`src/logic/ahpc_map.svh`:
```
/*
  Register addresses, reset values and sizes of the record-path high-pass
  coefficient bank. Assumes an 8-bit address space on one register page.
*/
`ifndef AHPC_MAP_SVH
`define AHPC_MAP_SVH

`define AHPC_RSVD_FIRST 8'h37
`define AHPC_RSVD_LAST 8'h40
`define AHPC_COEF_FIRST 8'h41
`define AHPC_COEF_LAST 8'h4C
`define AHPC_NUM_BYTES 12
`define AHPC_NUM_COEFS 6

`define AHPC_L_NUM0_HI 8'h41
`define AHPC_L_NUM0_LO 8'h42
`define AHPC_L_NUM1_HI 8'h43
`define AHPC_L_NUM1_LO 8'h44
`define AHPC_L_DEN1_HI 8'h45
`define AHPC_L_DEN1_LO 8'h46
`define AHPC_R_NUM0_HI 8'h47
`define AHPC_R_NUM0_LO 8'h48
`define AHPC_R_NUM1_HI 8'h49
`define AHPC_R_NUM1_LO 8'h4A
`define AHPC_R_DEN1_HI 8'h4B
`define AHPC_R_DEN1_LO 8'h4C

`define AHPC_RST_NUM0_HI 8'h39
`define AHPC_RST_NUM0_LO 8'h55
`define AHPC_RST_NUM1_HI 8'hF3
`define AHPC_RST_NUM1_LO 8'h2D
`define AHPC_RST_DEN1_HI 8'h53
`define AHPC_RST_DEN1_LO 8'h7E
`define AHPC_RSVD_VALUE 8'h00

`endif

```
`src/logic/ahpc_pkg.sv`:
```
/*
  Types shared by the coefficient bank modules.
  Assumes the map header supplies all numeric constants.
*/
package ahpc_pkg;
  typedef logic [7:0] ahpc_byte_t;
  typedef logic signed [15:0] ahpc_coef_t;
  typedef enum logic [1:0] {
    AHPC_HIT_NONE,
    AHPC_HIT_RSVD,
    AHPC_HIT_COEF
  } ahpc_hit_e;
endpackage

```
`src/logic/ahpc_if.sv`:
```
/*
  Carrier between the bank and its byte-pair combiner.
  Assumes one clock domain.
*/
`timescale 1ns/1ps
interface ahpc_if;
  logic [7:0] hi_byte [6];
  logic [7:0] lo_byte [6];
  ahpc_pkg::ahpc_coef_t coef [6];
  modport bank (output hi_byte, output lo_byte, input coef);
  modport join_side (input hi_byte, input lo_byte, output coef);
endinterface

```
`src/logic/ahpc_regs.sv`:
```
/*
  Register bank holding the left and right record high-pass coefficients,
  plus a reserved range that reads zero.
  Assumes a same-clock register port from the control bus front end, with
  page selection already resolved outside.
*/
`timescale 1ns/1ps
`include "ahpc_map.svh"

// Summary of operation
// - Addresses 0x37 to 0x40 read zero and ignore writes; the controller must not write them.
// - Each coefficient is upper byte over lower byte as one signed 16-bit value.
// - Left first numerator sits at 0x41/0x42 with reset 0x39/0x55.
// - Left second numerator sits at 0x43/0x44 with reset 0xF3/0x2D.
// - Left denominator sits at 0x45/0x46 with reset 0x53/0x7E.
// - Right first numerator sits at 0x47/0x48 with reset 0x39/0x55.
// - Right second numerator upper byte sits at 0x49, all bits writable, reset 0xF3.
// - Right second numerator lower byte sits at 0x4A with reset 0x2D.
// - Right denominator sits at 0x4B/0x4C with reset 0x53/0x7E.
module ahpc_regs (
  input wire logic ref_clk,
  input wire logic reset_n,
  input wire logic reg_wr,
  input wire logic reg_rd,
  input wire logic [7:0] reg_addr,
  input wire logic [7:0] reg_wdata,
  output logic [7:0] reg_rdata,
  output logic reg_hit,
  output ahpc_pkg::ahpc_coef_t left_first_numerator_coef,
  output ahpc_pkg::ahpc_coef_t left_second_numerator_coef,
  output ahpc_pkg::ahpc_coef_t left_denominator_coef,
  output ahpc_pkg::ahpc_coef_t right_first_numerator_coef,
  output ahpc_pkg::ahpc_coef_t right_second_numerator_coef,
  output ahpc_pkg::ahpc_coef_t right_denominator_coef
);
  // ----------------------------------------
  // Decoding helpers
  // ----------------------------------------
  function automatic ahpc_pkg::ahpc_hit_e classify(input logic [7:0] addr);
    if (addr >= `AHPC_COEF_FIRST && addr <= `AHPC_COEF_LAST) begin
      return ahpc_pkg::AHPC_HIT_COEF;
    end else if (addr >= `AHPC_RSVD_FIRST && addr <= `AHPC_RSVD_LAST) begin
      return ahpc_pkg::AHPC_HIT_RSVD;
    end else begin
      return ahpc_pkg::AHPC_HIT_NONE;
    end
  endfunction

  function automatic logic [3:0] byte_index(input logic [7:0] addr);
    logic [7:0] diff;
    diff = addr - `AHPC_COEF_FIRST;
    return diff[3:0];
  endfunction

  function automatic logic [7:0] reset_value(input int idx);
    logic [7:0] val;
    val = 8'h00;
    unique case (idx % 6)
      0: val = `AHPC_RST_NUM0_HI;
      1: val = `AHPC_RST_NUM0_LO;
      2: val = `AHPC_RST_NUM1_HI;
      3: val = `AHPC_RST_NUM1_LO;
      4: val = `AHPC_RST_DEN1_HI;
      5: val = `AHPC_RST_DEN1_LO;
    endcase
    return val;
  endfunction

  // ----------------------------------------
  // Coefficient storage
  // ----------------------------------------
  logic [7:0] store [`AHPC_NUM_BYTES];
  logic [7:0] next_store [`AHPC_NUM_BYTES];
  ahpc_pkg::ahpc_hit_e wr_hit;
  ahpc_pkg::ahpc_hit_e rd_hit;
  logic [3:0] wr_idx;
  logic [3:0] rd_idx;

  assign wr_hit = classify(reg_addr);
  assign rd_hit = wr_hit;
  assign wr_idx = byte_index(reg_addr);
  assign rd_idx = wr_idx;

  always_comb begin
    for (int i = 0; i < `AHPC_NUM_BYTES; i++) begin
      next_store[i] = store[i];
    end
    if (reg_wr && wr_hit == ahpc_pkg::AHPC_HIT_COEF) begin
      next_store[wr_idx] = reg_wdata;
    end
  end

  genvar gi;
  generate
    for (gi = 0; gi < `AHPC_NUM_BYTES; gi++) begin : g_store
      localparam logic [7:0] SLOT_DEFAULT = reset_value(gi);
      always_ff @(posedge ref_clk or negedge reset_n) begin
        if (!reset_n) begin
          store[gi] <= SLOT_DEFAULT;
        end else begin
          store[gi] <= next_store[gi];
        end
      end
    end
  endgenerate

  // ----------------------------------------
  // Read port
  // ----------------------------------------
  logic [7:0] next_rdata;
  logic next_hit;

  always_comb begin
    next_rdata = reg_rdata;
    next_hit = 1'b0;
    if (reg_rd) begin
      next_hit = (rd_hit != ahpc_pkg::AHPC_HIT_NONE);
      unique case (rd_hit)
        ahpc_pkg::AHPC_HIT_COEF: next_rdata = store[rd_idx];
        ahpc_pkg::AHPC_HIT_RSVD: next_rdata = `AHPC_RSVD_VALUE;
        ahpc_pkg::AHPC_HIT_NONE: next_rdata = 8'h00;
      endcase
    end
  end

  always_ff @(posedge ref_clk or negedge reset_n) begin
    if (!reset_n) begin
      reg_rdata <= 8'h00;
      reg_hit <= 1'b0;
    end else begin
      reg_rdata <= next_rdata;
      reg_hit <= next_hit;
    end
  end

  // ----------------------------------------
  // Coefficient outputs
  // ----------------------------------------
  ahpc_if link ();

  generate
    for (gi = 0; gi < `AHPC_NUM_COEFS; gi++) begin : g_pair
      assign link.hi_byte[gi] = store[2 * gi];
      assign link.lo_byte[gi] = store[2 * gi + 1];
    end
  endgenerate

  ahpc_coef_join u_join (
    .link(link)
  );

  assign left_first_numerator_coef = link.coef[0];
  assign left_second_numerator_coef = link.coef[1];
  assign left_denominator_coef = link.coef[2];
  assign right_first_numerator_coef = link.coef[3];
  assign right_second_numerator_coef = link.coef[4];
  assign right_denominator_coef = link.coef[5];
endmodule

```
`src/logic/ahpc_coef_join.sv`:
```
/*
  Forms the six signed coefficients from their upper and lower bytes.
  Assumes the bank holds the bytes in registers.
*/
`timescale 1ns/1ps
module ahpc_coef_join (
  ahpc_if.join_side link
);
  // ----------------------------------------
  // Byte pairing
  // ----------------------------------------
  genvar gi;
  generate
    for (gi = 0; gi < 6; gi++) begin : g_join
      assign link.coef[gi] = ahpc_pkg::ahpc_coef_t'({link.hi_byte[gi], link.lo_byte[gi]});
    end
  endgenerate
endmodule

```
`config.mk`:
```
export PLATFORM = sky130hd
export DESIGN_NAME = ahpc_regs
export DESIGN_NICKNAME = d
export VERILOG_FILES = /design/src/logic/ahpc_pkg.sv /design/src/logic/ahpc_if.sv /design/src/logic/ahpc_regs.sv /design/src/logic/ahpc_coef_join.sv
export VERILOG_INCLUDE_DIRS = /design/src /design/src/logic
export SDC_FILE = /design/constraint.sdc
export NUM_CORES = 1
export LEC_CHECK = 0
export ABC_AREA = 0
export BUFFER_PORTS_ARGS = -buffer_cell sky130_fd_sc_hd__buf_2
export CAP_MARGIN = 0
export CORE_AREA = 2 2 135 124
export CTS_CLUSTER_SIZE = 28
export DETAILED_ROUTE_END_ITERATION = 16
export DIE_AREA = 0 0 137 126
export GPL_TIMING_DRIVEN = 0
export PLACE_DENSITY = 0.58
export SYNTH_ARGS = -nofsm -noshare
export SYNTH_HDL_FRONTEND = slang
export SYNTH_SLANG_ARGS = --single-unit
```
`constraint.sdc`:
```
create_clock -name ref_clk -period 1.4 [get_ports ref_clk]
set_clock_uncertainty 0.15 [all_clocks]
set_input_delay 0.28 -clock ref_clk [delete_from_list [all_inputs] [get_ports ref_clk]]
set_output_delay 0.28 -clock ref_clk [all_outputs]
set_load 0.01 [all_outputs]
```
Yosys cells after proc, flatten, opt, wreduce, memory -nomap -nowiden

Index checks and enable logic that the tools add are counted.

Input port bits: 20
Register bits after elaboration: 105
Logic and storage cells: 41
Output and inout port bits: 105

Mux-type cells: 10
$add $sub $neg: 1
Reductions and logical operators: 7
Order comparisons: 6
Bitwise operators: 1
Eq/ne operators: 2

Operators with widths:

| cell                | number |
|---|---|
| $bwmux 96           | 1 |
| $bmux 8 s4          | 1 |
| $demux 8 s4         | 1 |
| $mux 8              | 3 |
| $le 8x7->1 const B  | 2 |
| $pmux 8 s2          | 1 |
| $ge 8x6->1 const B  | 1 |
| $ge 8x7->1 const B  | 1 |
| $ge 5x5->1 const B  | 1 |
| $lt 5x1->1 const B  | 1 |
| $not 4->5           | 1 |
| $logic_and 1x1->1   | 4 |
| $sub 4x1->4 const B | 1 |
| $eq 2x1->1 const B  | 1 |
| $eq 2x2->1 const B  | 1 |
| $logic_not 2->1     | 1 |
| $mux 1              | 2 |
| $mux 2              | 1 |
| $reduce_bool 2->1   | 1 |
| $reduce_or 2->1     | 1 |

Depth between registers and ports, before layout

Gate-level depths: netlist of run 1.

Depth in word-level cells: 7
Mapped depth: 11
Depth with buffers taken out: 7

Cells and area by module

Synthesis of run 1 repeated with hierarchy kept, for this count alone.

Cells, all modules: 481
Area total of the unflattened synthesis: 6,173.4 sq um

By module, submodules not included:

| module         | area each (sq um) | times used | sequential area each (sq um) | cells each |
|---|---|---|---|---|
| ahpc_regs      | 5,452.7           | 1          | 2,697.6                      | 385 |
| ahpc_coef_join | 720.7             | 1          | 0.0                          | 96 |

Worst setup path before layout of run 1

Ideal clock, no wire load.

Path kind: input port to flip-flop
Start point: input reg_addr[0]
End point: register store (netlist bit link.lo_byte[23])
Path slack: -1.181 ns
Arrival time: 2.307 ns
Setup time: 0.125 ns
Data required time: 1.125 ns
Cell stages on the path: 10
Buffers on the path: 3
Cells stage by stage: buf_4 -> buf_4 -> inv_1 -> ha_1 -> nor2b_1 -> a21boi_2 -> nand3_2 -> nor2b_1 -> buf_2 -> mux2_2

Cells in the longest elaborated chain, start to end: 7
Elaborated cells between the ends (all ways): 18
Classes of those cells: add/sub (1); order compare (6); eq/ne (1); mux (5); bitwise (1); reduce/logical (4)

RTL lines:

| item                                                                  | line             | source |
|---|---|---|
| start, declared                                                       | ahpc_regs.sv:25  | `input wire logic [7:0] reg_addr,` |
| $sub 4x1->4 (no source line)                                          | -                |  |
| $not 4->5 (implied by the code)                                       | ahpc_regs.sv:89  | `next_store[wr_idx] = reg_wdata;` |
| $ge 5x5->1 (implied by the code) / $lt 5x1->1 (equally long branches) | ahpc_regs.sv:89  |  |
| $logic_and 1x1->1 (implied by the code)                               | ahpc_regs.sv:89  |  |
| $mux 8 (implied by the code)                                          | ahpc_regs.sv:89  |  |
| $demux 8 s4                                                           | ahpc_regs.sv:89  |  |
| $bwmux 96                                                             | ahpc_regs.sv:89  |  |
| end signal, assigned by index                                         | ahpc_regs.sv:101 | `store[gi] <= next_store[gi];` |
| end, declared                                                         | ahpc_regs.sv:72  | `` logic [7:0] store [`AHPC_NUM_BYTES]; `` |

Parallel ways exist; a longest one is shown, timed or not.
A chain may end at the register's enable or synchronous reset.

Final worst setup path of run 1

Start point: input reg_addr[0]
End point: register store (netlist bit link.lo_byte[38])

The elaborated chain is that of the path after synthesis.

==> metrics, run 1 <==
Die Y-Extent 126 µm; # DRC 0; Highest Clock Rate 489.8 MHz; failing checks negative setup slack; CP endpoint kind register; final core occ 0.4939; worst-path fanout max 8; Warnings, synthesis 0; vias per cell 5.196; post-synth top area cell dfstp_2; Via Count 3902; critical path start-end classification input pin to register; worst slack at placement -1.260 ns; worst slew pin tran 0.6376 ns; share of cells above drive strength 1 0.7132; TritonCTS Buffers 9; Final Hold Viols 0; die area 17260 µm²; GRT Resource Usage Total 0.1943; Leakage Power 3.606 nW; synth unique cells 47; Post-synth EDFFs 0; Yosys reg bits 105; worst min path class input pin to register; Post-DP HPWL 11080 µm; Final Cycle Share 1.458; Inserted Diodes 0; WP data required 1.48 ns; Mapped Area 5453 µm²; mux cell area share after synthesis 0.3226; placeable core area 15860 µm²; asr flop ratio synth 1.000; Syn Area/Cell 14.16 µm²; Die Wd 137 µm; drt wl/cell 21.45 µm; CTS root buf clkbuf_16; RSZ-0062 raised after global routing true; Main synth FF type dfstp_2; Synth Area in Compound Gates 0.06287; minimum clock period 2.042 ns; Max H-tree Level 3; Slew Limit Fails 0; placer congestion estimate 0.8286; Hold Crit Depth 2; initial DRC count 183; cell area power density 903.3 nW/µm²; worst rel slew slack 0.5741; Rows 44; Critical Path Start Type input pin; WL final 16110 µm; xor/xnor cell area share of the yosys netlist 0.001606; buffer depth of the longest clock path 2; port bufs 123; MaxCap Viol Count 0; Sink Count 105; Synth Area in Adders 0.01147; post-detailed-route count of antenna-violating nets 0; Setup Viol. Count Final 161; vias in the first global route 4228; Area contributors post-synth dfstp_2, dfrtp_1, mux4_2, mux2_1, mux2_2; post-synth top area share 0.2698; final instance area 7831 µm²; net count after synthesis 410; most common cell after layout, fill and taps aside mux2_4; Post-DP Area 6550 µm²; grt ovf 0; first-pass GRT wire length 25290 µm; CTS tree done; setup tns final -58.59 ns; status finished, violations left; maximum VDD drop 0.0005574 V; Clk pin slew, worst setup/hold paths 0.07 ns; 1st-pass router iterations 4; Crit path arrival time 2.12 ns; initial antenna violation count 0; clk_lat worst skew 0.35 ns; Starting Density 0.3439; Gate Count Post-Synth 385; Layout Nets 564; Reg2Reg Depth 5; most frequent cells in the layout mux2_4, buf_2, buf_6; largest family of logic cells by synthesized area multiplexers; minimum hold slack 0.03924 ns; I/O pin cnt 125; Layout area overhead 43.62%; worst setup margin -0.6415 ns; post-synthesis sequential area ratio 0.4947; simple-gate share of the synthesized area 0.07136; pin count of the biggest net entering global routing 74
==> flip-flops by register name (all words and copies together), names as in the netlist <==
register / cells
reg_rdata: 8
reg_hit: 1
link.lo_byte: 48
link.hi_byte: 48
==> path summary, 6_finish.rpt <==
| kind | to | slack (ns) | start |
|---|---|---|---|
| max reg2reg | reg_rdata[0]$_DFFE_PN0P_ | -0.33 | link.lo_byte[24]$_DFFE_PN0P_ |
| min | link.hi_byte[12]$_DFFE_PN1P_ | 0.04 | reg_wdata[4] |
| min reg2reg | reg_rdata[2]$_DFFE_PN0P_ | 0.38 | reg_rdata[2]$_DFFE_PN0P_ |
| max | link.lo_byte[38]$_DFFE_PN0P_ | -0.64 | reg_addr[0] |
| max in group asynchronous | link.lo_byte[2]$_DFFE_PN1P_ | 0.18 | reset_n |
| min in group asynchronous | link.hi_byte[46]$_DFFE_PN0P_ | 0.23 | reset_n |
==> through the flow <==
| step | std cells | power, mW |
|---|---|---|
| final | 751 | 7.074 |
| after global routing | 751 | 7.349 |
| after CTS | 746 | 7.056 |
| after detailed placement | 716 | 4.323 |
| after global placement | 715 | 4.293 |
| after floorplan | 385 | 3.920 |
==> power breakdown <==
part / internal, mW / switching [mW] / total (mW)
sequential: 3.21 / 0.121 / 3.34
combinational: 0.642 / 0.592 / 1.23
clock: 1.36 / 1.15 / 2.50
==> cell usage after synthesis (all sizes together) (2+ instances only) <==
cell type  number
mux2           96
dfstp          56
dfrtp          49
mux4           23
nand2          21
buf            17
o21ai          16
a21oi          12
clkbuf         11
inv            10
mux2i          10
nor2           10
a22oi           7
o22ai           7
ha              5
nand2b          5
nand3           5
nor2b           5
a21boi          2
and3            2
o21a            2
o22a            2
or2             2
==> kinds of logic (layout without fill, tap and decap cells) <==
logic type               Yosys count  in the layout
AND/OR/NAND/NOR                   54             54
multiplexers                     129            129
adder cells (fa/ha/maj)            5              5
XOR/XNOR                           1              1
buffers and inverters             38            197
AO/OA/AOI/OAI                     53             53
flip-flops                       105            105
==> worst max-delay path, cell delays in order <==
cell	delay (ns)
buf_8	0.08
buf_12	0.10
buf_16	0.11
inv_8	0.04
ha_4	0.15
or2_4	0.24
o21a_1	0.18
o22a_1	0.20
buf_8	0.16
nor2_8	0.23
mux2_4	0.32
==> cell type report <==
class	count	area, µm²
Buffer	24	235.2
Clock buffer	13	270.3
Clock inverter	3	23.77
Fill cell	1394	8024
Inverter	10	45.04
Multi-Input combinational cell	242	3022
Sequential cell	105	2698
Tap cell	207	259.0
Timing Repair Buffer	147	1279
==> what timing repair did <==
item | in CTS | in global routing
hold buffers | 1 | 0
gates cloned | 0 | 1
endpoints found under the hold margin | 17 | 0
pin swaps | 15 | 11
setup buffers | 15 | 6
gates resized for setup | 138 | 35
setup endpoints to repair | 161 | 203
==> layer usage <==
layer  track usage  routed length (µm)
met5             0                   0
met4       0.06428                 297
met3       0.03865                 938
met2        0.3090                7884
met1        0.2656                6988
No activity file was read; power rests on OpenSTA's default activity.
==> run 2: changes to the inputs <==
Settings changed: CORE_AREA 2 2 135 124 to 10 10 143 132, DIE_AREA 0 0 137 126 to 0 0 153 142, MAX_ROUTING_LAYER set to met4.
==> run 2 against run 1 <==
The run ends with negative hold slack, negative setup slack left. First-iteration DRC count grew 38%. Non-clock buffer count up 3. Clock-buffer cell count decreased by 3. Worst setup slack worse by 0.076 ns. Critical endpoint is now link.lo_byte[43]$_DFFE_PN0P_. Highest routed layer unchanged.
==> metrics, run 2 (same netlist as run 1, synthesis figures left out) <==
CP endpoint kind register; Die Y-Extent 142 µm; Rows 44; Inserted Diodes 0; placeable core area 15860 µm²; buffer depth of the longest clock path 2; I/O pin cnt 125; # fillers 1392; Via Count 3921; failing checks negative hold slack, negative setup slack; critical path start-end classification input pin to register; minimum clock period 2.117 ns; Starting Density 0.3439; Highest Clock Rate 472.3 MHz; placer congestion estimate 0.8221; minimum hold slack -0.2449 ns; maximum VDD drop 0.0005774 V; worst rel slew slack 0.4885; pin count of the biggest net entering global routing 70; grt ovf 0; TritonCTS Buffers 9; worst r2r dst reg_rdata[4]$_DFFE_PN0P_; slowest stage delay, CP 0.33 ns; Reg2Reg Depth 4; worst-path fanout max 8; Max H-tree Level 3; RSZ-0062 raised after global routing true; vias per cell 5.200; worst setup margin -0.7173 ns; Leakage Power 3.634 nW; # DRC 0; Slew Limit Fails 0; initial DRC count 252; WP data required 1.48 ns; MaxCap Viol Count 0; share of cells above drive strength 1 0.7258; status finished, violations left; Total Power 7.097 mW; Crit path arrival time 2.20 ns; Die Wd 153 µm; cells traversed along the worst timing path buf_8, buf_12, buf_16, inv_8, ha_4, or2_4, o21a_1, o22a_1, buf_8, nor2_8, mux2_4; CTS tree done; CP most frequent cell buf_8; WL final 17700 µm; post-detailed-route count of antenna-violating nets 0; final core occ 0.4977; worst slew pin tran 0.7657 ns; Clk pin slew, worst setup/hold paths 0.07 ns; Layout area overhead 44.72%; initial antenna violation count 0; Final Hold Viols 21; Final Cycle Share 1.512; CTS root buf clkbuf_16; Max stage delay cell, worst path mux2_4; most common cell after layout, fill and taps aside mux2_4; FF-to-FF setup slack -0.34 ns; cell area power density 899.3 nW/µm²; port bufs 123; GRT Resource Usage Total 0.1562; Sink Count 105; worst min path class input pin to asynchronous set/reset pin; Critical Path Start Type input pin; most frequent cells in the layout mux2_4, buf_2, buf_6; Setup Viol. Count Final 161; clk_lat worst skew 0.35 ns; 1st-pass router iterations 4; die area 21730 µm²; Layout Nets 567; drt wl/cell 23.47 µm; Post-DP HPWL 12090 µm; vias in the first global route 4267; worst r2r src link.lo_byte[12]$_DFFE_PN0P_; first-pass GRT wire length 25760 µm
run 2: cell count changes in the layout (fill, tap and decap cells not counted), sizes merged:
cell and delta:
clkbuf -2, clkinv +2, buf +3, inv +2, clkinvlp -1, dlygate4sd3 -1
run 2: power breakdown:
part | internal [mW] | switching, mW | total, mW
Clock | 1.28 | 1.20 | 2.48
Sequential | 3.21 | 0.121 | 3.33
Combinational | 0.666 | 0.617 | 1.28
Total | 5.16 | 1.94 | 7.10
run 2: per-stage QoR:
stage	setup slack (ns)	TNS, ns	instances	area [µm²]	hold WS (ns)
after floorplan	-0.8222	-76.75	385	5645	-0.1656
after global placement	-1.278	-216.42	715	6520	0.3406
after detailed placement	-1.267	-121.00	716	6550	0.1365
after CTS	-0.6688	-58.38	741	7490	-0.2339
after global routing	-0.7504	-67.57	754	7891	-0.2202
final	-0.7173	-61.89	754	7891	-0.2449
run 2: final cells by class:
type	count	area, µm²	area share
buffer	25	276.5	0.03504
inverter	10	45.04	0.005708
multi-input combinational	242	3027	0.3835
clock inverter	6	51.30	0.006501
sequential	105	2698	0.3418
tap	207	259.0	0.03282
clock buffer	10	239.0	0.03028
timing repair buffer	149	1296	0.1643
run 2: worst max-delay path by stage:
stage,to,slack (ns),startpoint
final,link.lo_byte[43]$_DFFE_PN0P_,-0.72,reg_addr[0]
after global routing,reg_rdata[4]$_DFFE_PN0P_,-0.75,reg_addr[0]
after CTS,link.hi_byte[34]$_DFFE_PN0P_,-0.67,reg_addr[0]
after detailed placement,reg_rdata[1]$_DFFE_PN0P_,-1.27,reg_addr[0]
after global placement,reg_rdata[3]$_DFFE_PN0P_,-1.28,reg_addr[0]
after floorplan,link.lo_byte[33]$_DFFE_PN0P_,-0.82,reg_addr[0]
run 2: per-layer routing:
metal	part of all wire	track usage	up-vias	wire, µm
met3	0.046	0.03596	22	815
met2	0.48	0.2498	118	8543
met1	0.46	0.2014	2052	8133
li1	-	-	1729	-
met4	0.012	0.02658	0	204
met5	0	-	-	0
run 2: timing repair:
action	CTS	global route
setup buffers	12	11
endpoints found under the hold margin	21	21
pin swaps	9	22
endpoints found under the setup margin	161	162
cloned	0	2
gates resized for setup	117	74
run 2: critical path: cells and delay by family:
family          cells  cell delay (ns)
buf+inv             5             0.49
compound gates      2             0.43
simple gates        2             0.50
fa+ha+maj           1             0.16
mux                 1             0.33
==> run 3: changes to the inputs <==
Settings changed: REMOVE_ABC_BUFFERS set to 1.
==> run 3 against run 2 <==
The run still ends with negative hold slack, negative setup slack left. Global-route usage grew 1.4 points. Worst hold slack gained 0.020 ns. Fmax grew 9.2%. Utilization grew 0.65 points. Sequential share of layout area shrank 0.44 points. Final cell count shrank 0.66%. Largest power group unchanged.
==> metrics, run 3 (same netlist as run 1, synthesis figures left out) <==
worst rel slew slack 0.5564; I/O pin cnt 125; crit path buf inv count 4; WP data required 1.48 ns; Inserted Diodes 0; Die Wd 153 µm; initial antenna violation count 0; Critical Path Start Type input pin; buffer depth of the longest clock path 2; Max stage delay cell, worst path mux4_2; status finished, violations left; cell area power density 916.9 nW/µm²; failing checks negative hold slack, negative setup slack; Final Cycle Share 1.385; worst setup margin -0.5397 ns; Crit path arrival time 2.02 ns; grt ovf 0; drt wl/cell 24.58 µm; most common cell after layout, fill and taps aside mux2_4; Placed Cells incl. Taps 690; final core occ 0.5042; critical path start-end classification input pin to register; Starting Density 0.3439; critical path's top delay family buffers and inverters; vias in the first global route 4349; minimum hold slack -0.2253 ns; GRT Resource Usage Total 0.1707; initial DRC count 236; pin count of the biggest net entering global routing 61; post-route insts no fill 749; port bufs 124; slowest stage delay, CP 0.35 ns; CTS tree done; most frequent cells in the layout mux2_4, buf_6, buf_2; Leakage Power 3.695 nW; RSZ-0062 raised after global routing true; Reg2Reg Depth 4; post-detailed-route count of antenna-violating nets 0; placeable core area 15860 µm²; cells traversed along the worst timing path buf_16, clkinvlp_4, buf_6, ha_4, clkbuf_16, mux4_2, a21boi_0, nor4_1, o32ai_1; Layout area overhead 46.60%; 1st-pass router iterations 4; TritonCTS Buffers 9; worst slack at placement -3.002 ns; MaxCap Viol Count 0; Max H-tree Level 3; Layout Nets 562; Setup Viol. Count Final 160; CP endpoint kind register; worst slew pin tran 0.6640 ns; vias per cell 5.200; Slew Limit Fails 0; Via Count 3895; first-pass GRT wire length 27670 µm; CTS root buf clkbuf_16; Final Hold Viols 22; worst-path fanout max 6; setup tns final -48.85 ns; Sink Count 105; placer congestion estimate 0.8179; # DRC 0; share of cells above drive strength 1 0.7675; die area 21730 µm²; worst min path class input pin to asynchronous set/reset pin; Post-DP HPWL 11530 µm; Worst path depth 9; clk_lat worst skew 0.36 ns; Highest Clock Rate 515.5 MHz; Rows 44; maximum VDD drop 0.001053 V; WL final 18410 µm; # fillers 1370; Clk pin slew, worst setup/hold paths 0.07 ns; minimum clock period 1.940 ns; Die Y-Extent 142 µm
-- run 3: cell types whose count changed in the layout (fill, tap and decap cells not counted), moves of 4 or more --
cell      before  now
buf_2         67   63
o21ai_1       10    4
mux2_4        78   96
mux2_1         9    0
o21ai_0        2   10
clkbuf_1      10    0
buf_12        11    7
mux2_2         9    0
buf_4         17   29
-- run 3: metrics by stage --
| stage | hold slack [ns] | area [µm²] | power, mW |
|---|---|---|---|
| detailed placement | 0.1958 | 6230 | 4.258 |
| CTS | -0.2044 | 7724 | 7.256 |
| floorplan | -0.1656 | 5298 | 3.791 |
| global placement | 0.3393 | 6177 | 4.218 |
| global route | -0.1814 | 7994 | 7.598 |
| finish | -0.2253 | 7994 | 7.330 |
-- run 3: power by group --
| part | total [mW] | internal, mW | switching (mW) |
|---|---|---|---|
| Sequential | 3.33 | 3.21 | 0.119 |
| Clock | 2.67 | 1.41 | 1.26 |
| Combinational | 1.33 | 0.691 | 0.635 |
| Total | 7.33 | 5.31 | 2.02 |
-- run 3: worst register-to-register path: stages, from the launching register on --
cell      delay (ns)
dfrtp_1         0.40
mux4_2          0.52
a21boi_0        0.16
nor4_1          0.24
o32ai_1         0.13
-- run 3: cell type report --
class                   instances  area, µm²  area share
well taps                     207      259.0     0.03240
clock inverters                 7      76.32    0.009548
repair buffers                169       1546      0.1935
multi-input cells             242       3143      0.3932
flip-flops and latches        105       2698      0.3375
clock buffers                   9      225.2     0.02817
inverters                      10      46.29    0.005791
-- run 3: what timing repair did --
item / in CTS / in global routing
endpoints found under the hold margin: 22 / 22
pin swaps: 19 / 21
buffers inserted: 29 / 12
gates cloned: 1 / 2
resized for setup: 206 / 27
endpoints found under the setup margin: 161 / 167
-- run 3: path summary, 6_finish.rpt --
kind	startpoint	slack (ns)	end
worst max-delay path	reg_addr[0]	-0.54	reg_rdata[4]$_DFFE_PN0P_
worst min-delay path	reset_n	-0.23	link.lo_byte[45]$_DFFE_PN0P_
worst max register to register	link.lo_byte[12]$_DFFE_PN0P_	-0.33	reg_rdata[4]$_DFFE_PN0P_
worst min register to register	link.lo_byte[9]$_DFFE_PN0P_	0.38	link.lo_byte[9]$_DFFE_PN0P_
max in group asynchronous	reset_n	0.56	link.hi_byte[16]$_DFFE_PN1P_
min in group ref_clk	reg_addr[6]	0.14	reg_hit$_DFF_PN0_
-- run 3: layer usage --
metal  routed length, µm  track usage
met5                   0            -
met3                1141      0.05349
met4                 232      0.03711
met2                8803       0.2735
met1                8229       0.2082
